===== config.mk =====
export PLATFORM = sky130hd
export DESIGN_NAME = nsl_led_driver
export DESIGN_NICKNAME = d
export VERILOG_FILES = /design/src/design/nsl_led_driver.v
export VERILOG_INCLUDE_DIRS = /design/src /design/src/design
export SDC_FILE = /design/constraint.sdc
export NUM_CORES = 1
export LEC_CHECK = 0
export BUFFER_PORTS_ARGS = -buffer_cell sky130_fd_sc_hd__buf_2
export CAP_MARGIN = 30
export CORE_ASPECT_RATIO = 0.75
export CORE_MARGIN = 2
export CORE_UTILIZATION = 54
export CTS_CLUSTER_DIAMETER = 120
export DETAILED_ROUTE_END_ITERATION = 7
export GPL_TIMING_DRIVEN = 0
export PLACE_DENSITY = 0.75
export SLEW_MARGIN = 20
export SYNTH_ARGS = -nofsm -noshare
export SYNTH_HDL_FRONTEND = slang
export SYNTH_SLANG_ARGS = --single-unit

===== constraint.sdc =====
create_clock -name mclk_i -period 2.2 [get_ports mclk_i]
set_input_delay 0.22 -clock mclk_i [delete_from_list [all_inputs] [get_ports mclk_i]]
set_output_delay 0.22 -clock mclk_i [all_outputs]
set_load 0.05 [all_outputs]

===== src/design/nsl_defines.vh =====
`ifndef NSL_DEFINES_VH
`define NSL_DEFINES_VH

// display mode encoding
`define NSL_MODE_ONE        1'b0
`define NSL_MODE_TWO        1'b1

// clock and blink rates in hertz
`define NSL_CLK_HZ          25000000
`define NSL_ACT_BLINK_HZ    10
`define NSL_COL_BLINK_HZ    20

// half-period counts for the two blink waveforms
`define NSL_ACT_HALF        (`NSL_CLK_HZ / (2 * `NSL_ACT_BLINK_HZ))
`define NSL_COL_HALF        (`NSL_CLK_HZ / (2 * `NSL_COL_BLINK_HZ))

`define NSL_CNT_W           24

// lamp levels
`define NSL_LAMP_OFF        1'b0
`define NSL_LAMP_ON         1'b1

// mode select bit of each output
`define NSL_SEL_LINK        0
`define NSL_SEL_SPEED       1
`define NSL_SEL_DUPLEX      2

// divider lanes
`define NSL_WAVE_ACT        0
`define NSL_WAVE_COL        1

`endif


===== src/design/nsl_led_driver.v =====
`include "nsl_defines.vh"

// Behaviour
// each of three indicator outputs selects display mode one or two independently.
// mode one: link/activity indicator steady on while link is good.
// mode one: link/activity indicator blinks at 10 Hz during valid traffic.
// mode two: link/activity blinks 10 Hz on traffic, regardless of link.
// mode one: speed indicator on at 100 Mb/s, off at 10 Mb/s.
// mode two: speed indicator on while a 100 Mb/s link is up.
// mode one: duplex/collision indicator steady on in full duplex.
// mode one: half duplex collision makes duplex/collision blink at 20 Hz.
// mode two: duplex/collision indicator on while running at 10 Mb/s.
// blinks are divided core clock, about half duty; no trigger means off.
module nsl_led_driver #(
    parameter CNT_W    = `NSL_CNT_W,
    parameter ACT_HALF = `NSL_ACT_HALF,
    parameter COL_HALF = `NSL_COL_HALF
)(
    input  wire       mclk_i,
    input  wire       rst_n_i,
    input  wire [2:0] mode_sel_i,
    input  wire       link_good_i,
    input  wire       speed_100_i,
    input  wire       full_duplex_i,
    input  wire       collision_i,
    input  wire       rx_active_i,
    input  wire       tx_active_i,
    output reg        link_activity_indicator_o,
    output reg        speed_indicator_o,
    output reg        duplex_collision_indicator_o
);

    localparam             NUM_WAVES  = 2;
    localparam             SEL_W      = 3;
    localparam [CNT_W-1:0] CNT_ZERO   = {CNT_W{1'b0}};
    localparam [CNT_W-1:0] CNT_ONE    = {{(CNT_W-1){1'b0}}, 1'b1};
    localparam integer     ACT_LAST_I = ACT_HALF - 1;
    localparam integer     COL_LAST_I = COL_HALF - 1;

    // terminal counts cut to the counter width on purpose
    localparam [CNT_W-1:0] ACT_LAST   = ACT_LAST_I[CNT_W-1:0];
    localparam [CNT_W-1:0] COL_LAST   = COL_LAST_I[CNT_W-1:0];

    wire [NUM_WAVES-1:0] wave;
    wire                 act_wave;
    wire                 col_wave;
    wire                 traffic;
    wire                 link_100;
    wire                 link_10;
    wire                 link_mode_two;
    wire                 speed_mode_two;
    wire                 dup_mode_two;

    reg                  next_link_act;
    reg                  next_speed;
    reg                  next_dup_col;

    // one decoder serves all three outputs so their mode bits stay independent
    function mode_is_two;
        input [SEL_W-1:0] sel;
        input integer     idx;
        begin
            mode_is_two = (sel[idx] == `NSL_MODE_TWO);
        end
    endfunction

    assign traffic        = rx_active_i | tx_active_i;
    assign act_wave       = wave[`NSL_WAVE_ACT];
    assign col_wave       = wave[`NSL_WAVE_COL];
    assign link_100       = link_good_i & speed_100_i;
    assign link_10        = link_good_i & ~speed_100_i;
    assign link_mode_two  = mode_is_two(mode_sel_i, `NSL_SEL_LINK);
    assign speed_mode_two = mode_is_two(mode_sel_i, `NSL_SEL_SPEED);
    assign dup_mode_two   = mode_is_two(mode_sel_i, `NSL_SEL_DUPLEX);

    // free-running dividers: blink phase is not tied to traffic, so no edge glitches
    // lane 0 paces the activity blink, lane 1 the collision blink
    genvar w;
    generate
        for (w = 0; w < NUM_WAVES; w = w + 1)
        begin : g_div
            wire [CNT_W-1:0] last;
            wire             tick;
            reg  [CNT_W-1:0] cnt;
            reg              level;

            assign last = (w == `NSL_WAVE_ACT) ? ACT_LAST : COL_LAST;
            assign tick = (cnt == last);

            always @(posedge mclk_i)
            begin
                if (!rst_n_i)
                begin
                    cnt <= CNT_ZERO;
                end
                else if (tick)
                begin
                    cnt <= CNT_ZERO;
                end
                else
                begin
                    cnt <= cnt + CNT_ONE;
                end
            end

            // tick is a one-cycle enable; toggling on it gives a half duty cycle
            always @(posedge mclk_i)
            begin
                if (!rst_n_i)
                begin
                    level <= `NSL_LAMP_OFF;
                end
                else if (tick)
                begin
                    level <= ~level;
                end
            end

            assign wave[w] = level;
        end
    endgenerate

    // traffic blink outranks the steady link level in mode one
    always @*
    begin
        next_link_act = `NSL_LAMP_OFF;
        if (link_mode_two)
        begin
            if (traffic)
            begin
                next_link_act = act_wave;
            end
        end
        else
        begin
            if (traffic)
            begin
                next_link_act = act_wave;
            end
            else
            begin
                next_link_act = link_good_i;
            end
        end
    end

    // mode one follows speed alone; link state is not consulted
    always @*
    begin
        next_speed = `NSL_LAMP_OFF;
        if (speed_mode_two)
        begin
            next_speed = link_100;
        end
        else
        begin
            next_speed = speed_100_i;
        end
    end

    // full duplex wins over collision; quiet half duplex stays dark
    always @*
    begin
        next_dup_col = `NSL_LAMP_OFF;
        if (dup_mode_two)
        begin
            next_dup_col = link_10;
        end
        else
        begin
            if (full_duplex_i)
            begin
                next_dup_col = `NSL_LAMP_ON;
            end
            else
            begin
                if (collision_i)
                begin
                    next_dup_col = col_wave;
                end
            end
        end
    end

    // registered so lamp pins never show decode glitches; dark through reset
    always @(posedge mclk_i)
    begin
        if (!rst_n_i)
        begin
            link_activity_indicator_o <= `NSL_LAMP_OFF;
        end
        else
        begin
            link_activity_indicator_o <= next_link_act;
        end
    end

    always @(posedge mclk_i)
    begin
        if (!rst_n_i)
        begin
            speed_indicator_o <= `NSL_LAMP_OFF;
        end
        else
        begin
            speed_indicator_o <= next_speed;
        end
    end

    always @(posedge mclk_i)
    begin
        if (!rst_n_i)
        begin
            duplex_collision_indicator_o <= `NSL_LAMP_OFF;
        end
        else
        begin
            duplex_collision_indicator_o <= next_dup_col;
        end
    end

endmodule // nsl_led_driver


==> flow_metrics.env, run 1 <==
export IMPL_status="finished, final reports clean"
export IMPL_synth_area_mux_share_pct=0
export IMPL_worst_pin_slew_ps=459
export IMPL_max_stage_delay_ps=510
export IMPL_synthDistinctLibCells=35
export IMPL_ys_ff_latch=53
export IMPL_netlist_instances=281
export IMPL_final_nets=313
export IMPL_syn_to_final_growth_pct=10.8
export IMPL_reg2reg_to="g_div[1].cnt[20]"
export IMPL_synth_edf_count=0
export IMPL_cts_sinks=53
export IMPL_clk_pin_slew_worst_paths_ps=90
export IMPL_synth_async_reset_ratio_pct=0
export IMPL_hold_end="speed_indicator_o"
export IMPL_finalClockSkew_ps=7.10
export IMPL_die_height_um=62.0
export IMPL_vdd_drop_max_mv=0.274
export IMPL_cp_end_kind="flip-flop"
export IMPL_worst_hold_slack_ps=86.1
export IMPL_numCtsBuffers=5
export IMPL_synth_top_area_share_pct=43.8
export IMPL_die_area_sq_um=5040
export IMPL_routed_wl_mm=4.94
export IMPL_synth_top_family_by_area="simple AND/OR/NAND/NOR gates"
export IMPL_synth_ff_type="dfxtp_1"
export IMPL_num_antenna_cells=0
export IMPL_min_period_over_period_pct=95.6
export IMPL_synth_adder_area_share_pct=1.03
export IMPL_cts_setup_buffers=0
export IMPL_arrival_ps=2340
export IMPL_drt_iter0_markers=192
export IMPL_track_usage_pct=22.1
export IMPL_power_total_w=0.00159
export IMPL_core_sq_um=4390
export IMPL_r2r_setup_slack_ps=100
export IMPL_gr_total_overflow=0
export IMPL_cp_cell_sequence="ha_4, and4_4, or4b_4, buf_6, or4_4, a21oi_2"
export IMPL_setup_violations_final=0
export IMPL_synth_xor_area_share_pct=8.32
export IMPL_hold_path_depth=2
export IMPL_rows=21
export IMPL_avgSynthCellArea_sq_um=8.61
export IMPL_drc_errors=0
export IMPL_yosysMostFrequentCell="dfxtp_1"
export IMPL_critical_path_top_delay_family="simple AND/OR/NAND/NOR gates"
export IMPL_criticalPathCategory="flip-flop to flip-flop"
export IMPL_synth_fp_nets=294
export IMPL_maxCapViolations=0
export IMPL_rr_worst_depth=6
export IMPL_ys_warnings_count=0
export IMPL_power_density_nw_per_um2=594
export IMPL_fin_crit_ps=2100
export IMPL_slew_violations=0
export IMPL_antenna_found_initial=0
export IMPL_slowest_stage="or4_4"
export IMPL_ant_nets=0
export IMPL_die_x_um=81.3
export IMPL_synth_area_leader_cell="dfxtp_1"
export IMPL_r2r_start="g_div[1].cnt[0]"
export IMPL_grt_pass1_wl_mm=8.54
export IMPL_first_pass_iters=4
export IMPL_synth_top_cells_by_count="dfxtp_1 (53), nor2_1 (33), a21oi_1 (20), nand2_1 (17), nand3_1 (17)"
export IMPL_ys_seq_area_share_pct=43.8
export IMPL_p_leak_nw=0.860
export IMPL_max_clock_freq_mhz=476
export IMPL_place_gp_congestion=0.802
export IMPL_required_ps=2440
export IMPL_place_hpwl_mm=3.43
export IMPL_worstHoldPathType="input pin to flip-flop"
export IMPL_dr_total_vias=2061
export IMPL_htree_levels=2
export IMPL_drive_gt1_share_pct=13.7
export IMPL_synthSimpleGateAreaFrac_pct=30.0
export IMPL_slew_headroom_pct=68.9
export IMPL_hold_buffers=0
export IMPL_io_buffers=13
export IMPL_synth_area_sq_um=2420
export IMPL_path_buf_inv=1
export IMPL_synthTopCellsByArea="dfxtp_1 (44%), nor2_1 (5.1%), xor2_1 (5.1%)"
export IMPL_start_kind="flip-flop"
export IMPL_wl_per_cell_um=13.8
export IMPL_pin_count=14
export IMPL_cts_root_buf="clkbuf_8"
export IMPL_clkLatencyLatePin_ps=300
export IMPL_cts_tree="built"
export IMPL_synth_compound_area_share_pct=13.3
export IMPL_clock_path_buffers=2
export IMPL_critPathMaxFanout=10
export IMPL_grt_max_degree=15
export IMPL_finalHoldViolations=0
export IMPL_routed_via_density=5.77
export IMPL_grt_pass1_vias=1807
export IMPL_final_core_util_pct=61.1
export IMPL_hp_start="mode_sel_i[1]"
export IMPL_start_util_pct=55.1
-- flip-flops by register name (all words and copies together), names as in the netlist --
signal	flops
g_div.cnt	48
duplex_collision_indicator_o	1
speed_indicator_o	1
col_wave	1
link_activity_indicator_o	1
act_wave	1
-- power by group --
part,switching (W),internal [W],total [W]
Combinational,0.0000420,0.0000251,0.0000671
Sequential,0.0000113,0.000971,0.000982
Clock,0.000291,0.000250,0.000541
Total,0.000345,0.00125,0.00159
-- area by class of cell --
cell class	instances	area, sq um
Multi-Input combinational cell	208	1310
Inverter	8	30.0
Fill cell	375	1710
Buffer	11	55.1
Tap cell	57	71.3
Clock buffer	7	86.3
Timing Repair Buffer	13	65.1
Sequential cell	53	1070
-- repair_timing --
| item | CTS | global route |
|---|---|---|
| resized for setup | 5 | 11 |
| setup endpoints to repair | 37 | 43 |
| endpoints found under the hold margin | 0 | 0 |
-- worst register-to-register path: stages (launching register included) --
cell and delay, ps:
dfxtp_2 380, ha_4 160, and4_4 240, or4b_4 470
buf_6 160, or4_4 510, a21oi_2 130
-- placed cells by master (no fill, tap or decap), types with 3 or more instances in the layout --
cell type	n
and4_1	4
dfxtp_1	48
nand4_1	14
xor2_1	14
and3_1	5
buf_2	14
or3_1	10
o31ai_1	11
clkbuf_8	6
or4_1	13
nor4b_1	4
dfxtp_2	5
o21ai_0	12
inv_1	8
nand3_1	15
a21oi_1	19
clkbuf_2	4
o311ai_0	3
nand2_1	17
xnor2_1	9
nor2_1	33
clkbuf_1	6
-- through the flow --
stage / area, sq um / worst slack (ps) / cells / TNS (ps)
finish: 2680 / 97.1 / 357 / 0
global route: 2680 / -19.0 / 357 / -19.0
CTS: 2650 / 12.6 / 358 / 0
global placement: 2560 / -86.9 / 351 / -935
floorplan: 2420 / 107 / 281 / 0
detailed placement: 2560 / -103 / 351 / -1160
-- cell families after synthesis --
kind of cell / after synthesis
DFF: 53
buffers and inverters: 20
adders and majority gates: 2
xor gates and xnor gates: 23
AOI/OAI and AO/OA: 53
and+or+nand+nor: 130
-- worst max-delay path by stage --
stage / endpoint / from / depth (start not counted) / slack (ps)
final: g_div[1].cnt[20] / g_div[1].cnt[0] / 6 / 100
after global routing: g_div[1].cnt[16] / g_div[1].cnt[0] / 6 / -20
after CTS: g_div[1].cnt[20] / g_div[1].cnt[0] / 6 / 10
after detailed placement: g_div[1].cnt[3] / g_div[1].cnt[0] / 6 / -100
after global placement: g_div[1].cnt[4] / g_div[1].cnt[0] / 6 / -90
after floorplan: g_div[1].cnt[20] / g_div[1].cnt[0] / 6 / 110
-- layer usage --
layer | GRT usage [%] | share of wire [%]
met3 | 4.91 | 5.4
met2 | 30.1 | 40
met4 | 7.02 | 0.89
met1 | 34.1 | 54
met5 | 0 | 0
Note: power is estimated with default switching activity, not from simulation.
==> run 2: changes to the inputs <==
--- a/config.mk
+++ b/config.mk
@@ -10,11 +10,13 @@
 export CAP_MARGIN = 30
 export CORE_ASPECT_RATIO = 0.75
 export CORE_MARGIN = 2
-export CORE_UTILIZATION = 54
+export CORE_UTILIZATION = 56
+export CTS_BUF_LIST = sky130_fd_sc_hd__clkbuf_4 sky130_fd_sc_hd__clkbuf_8
 export CTS_CLUSTER_DIAMETER = 120
 export DETAILED_ROUTE_END_ITERATION = 7
 export GPL_TIMING_DRIVEN = 0
-export PLACE_DENSITY = 0.75
+export MAX_ROUTING_LAYER = met4
+export PLACE_DENSITY = 0.77
 export SLEW_MARGIN = 20
 export SYNTH_ARGS = -nofsm -noshare
 export SYNTH_HDL_FRONTEND = slang
==> run 2 against run 1 <==
Final cell count decreased by 0.56%. Utilization increased by 4.1 points. Worst hold slack improved by 2.4 ps. Register-to-register slack worse by 60 ps. Maximum frequency fell by 2.8%. Cell area is 0.14% lower. Sequential share of layout area down 0.084 points. Clock-buffer cell count unchanged. Clock skew decreased by 0.67 ps. Critical path depth stayed put. Die area fell by 3.4%. Power up 3.6%. Largest cell class unchanged.
==> flow_metrics.env, run 2 (synthesis results as in run 1) <==
export IMPL_grt_pass1_vias=1885
export IMPL_drc_errors=0
export IMPL_cts_root_buf="clkbuf_8"
export IMPL_numCtsBuffers=5
export IMPL_criticalPathCategory="flip-flop to flip-flop"
export IMPL_regMostFlops="g_div.cnt"
export IMPL_required_ps=2440
export IMPL_start_kind="flip-flop"
export IMPL_dp_cells=349
export IMPL_grt_pass1_wl_mm=8.56
export IMPL_die_height_um=60.9
export IMPL_rsz0062_at_grt="no"
export IMPL_layout_common_cells="dfxtp_1 (51), nor2_1 (33), a21oi_1 (20), nand2_1 (17), nand3_1 (16)"
export IMPL_r2r_setup_slack_ps=40
export IMPL_power_density_nw_per_um2=616
export IMPL_clock_path_buffers=2
export IMPL_clk_pin_slew_worst_paths_ps=100
export IMPL_routed_via_density=5.96
export IMPL_die_x_um=79.9
export IMPL_io_buffers=13
export IMPL_intPower_w=0.00128
export IMPL_tns_ps=0
export IMPL_syn_to_final_growth_pct=10.6
export IMPL_core_sq_um=4100
export IMPL_slew_headroom_pct=63.9
export IMPL_die_area_sq_um=4870
export IMPL_switching_share_pct=22.3
export IMPL_htree_levels=2
export IMPL_dr_total_vias=2116
export IMPL_ant_nets=0
export IMPL_vdd_drop_max_mv=0.342
export IMPL_power_total_w=0.00165
export IMPL_finalClockSkew_ps=6.43
export IMPL_final_nets=312
export IMPL_place_hpwl_mm=3.44
export IMPL_clkLatencyLatePin_ps=300
export IMPL_slowest_stage="or4_4"
export IMPL_worst_hold_slack_ps=88.5
export IMPL_pin_count=14
export IMPL_worst_pin_slew_ps=534
export IMPL_arrival_ps=2400
export IMPL_status="finished, final reports clean"
export IMPL_hold_buffers=0
export IMPL_final_cells=355
export IMPL_cts_sinks=53
export IMPL_max_clock_freq_mhz=462
export IMPL_worstHoldPathType="input pin to flip-flop"
export IMPL_power_frac_seq_pct=59.6
export IMPL_slew_violations=0
export IMPL_cts_tree="built"
export IMPL_num_antenna_cells=0
export IMPL_antenna_found_initial=0
export IMPL_maxCapViolations=0
export IMPL_drive_gt1_share_pct=12.7
export IMPL_grt_max_degree=16
export IMPL_first_pass_iters=4
export IMPL_routed_wl_mm=4.95
export IMPL_cp_end_kind="flip-flop"
export IMPL_largest_reg_flops=48
export IMPL_final_common_cell="dfxtp_1"
export IMPL_pwr_share_clk_pct=36.4
export IMPL_finalHoldViolations=0
export IMPL_comb_power_share_pct=4.0
export IMPL_critPathMaxFanout=10
export IMPL_place_gp_congestion=0.812
export IMPL_min_period_over_period_pct=98.3
export IMPL_wl_per_cell_um=14.0
export IMPL_track_usage_pct=23.3
export IMPL_drt_iter0_markers=167
export IMPL_fin_crit_ps=2160
export IMPL_gr_total_overflow=0
export IMPL_cp_cell_sequence="ha_4, and4_4, or4b_4, buf_6, or4_4, a21oi_2"
export IMPL_setup_violations_final=0
export IMPL_start_util_pct=59.0
export IMPL_p_leak_nw=0.868
export IMPL_p_sw_w=0.000367
export IMPL_rows=20
export IMPL_max_stage_delay_ps=520
run 2: changes by cell type in the layout (fill, tap and decap cells not counted), sizes merged:
cell	delta
clkbuf	-1
clkinv	+1
run 2: layer usage:
metal  GRT usage [%]  wire length (um)  vias to the layer above
met5               -                 0                        -
met4            7.99                44                        0
met3            4.17               255                        5
met2            33.8              1950                       54
met1            32.7              2700                      980
li1                -                 -                     1077
run 2: path summary, 6_finish.rpt:
path	from	to	cells past startpoint
setup / recovery	g_div[1].cnt[1]	g_div[1].cnt[20]	6
hold / removal	mode_sel_i[1]	speed_indicator_o	2
setup reg to reg	g_div[1].cnt[1]	g_div[1].cnt[20]	6
hold reg to reg	g_div[1].cnt[0]	g_div[1].cnt[0]	1
run 2: power groups by stage:
stage                     registers (W)  logic [W]  clock network [W]
after floorplan                 0.00101  0.0000329                  0
after global placement          0.00100  0.0000621                  0
after detailed placement        0.00100  0.0000633                  0
after CTS                      0.000980  0.0000649           0.000603
after global routing           0.000983  0.0000745           0.000641
final                          0.000982  0.0000666           0.000599
run 2: cell type report:
cell class                      count  area [sq um]
Tap cell                           55          68.8
Sequential cell                    53          1060
Clock inverter                      1          5.00
Inverter                            8          30.0
Fill cell                         351          1430
Timing Repair Buffer               13          65.1
Clock buffer                        7          96.3
Multi-Input combinational cell    208          1300
Buffer                             10          51.3
run 2: stage by stage:
| step | setup WS [ps] | utilization, % | instance area [sq um] |
|---|---|---|---|
| global route | 5.34 | 65.2 | 2680 |
| detailed placement | -137 | 62.2 | 2550 |
| floorplan | 107 | - | 2420 |
| CTS | 8.03 | 64.9 | 2660 |
| finish | 37.5 | 65.2 | 2680 |
| global placement | -83.5 | 62.2 | 2550 |
run 2: worst max-delay path: cells and delay by family (launching register included):
family	cells	cell delay (ps)
AND/OR/NAND/NOR	3	1230
flip-flops	1	400
adder cells (fa/ha/maj)	1	170
buffers and inverters	1	160
AO/OA/AOI/OAI	1	150
run 2: repair_timing:
item / 4_1_cts / 5_1_grt
setup buffers: 0 / 0
resized for setup: 6 / 5
setup endpoints to repair: 38 / 41
pin swaps: 0 / 0
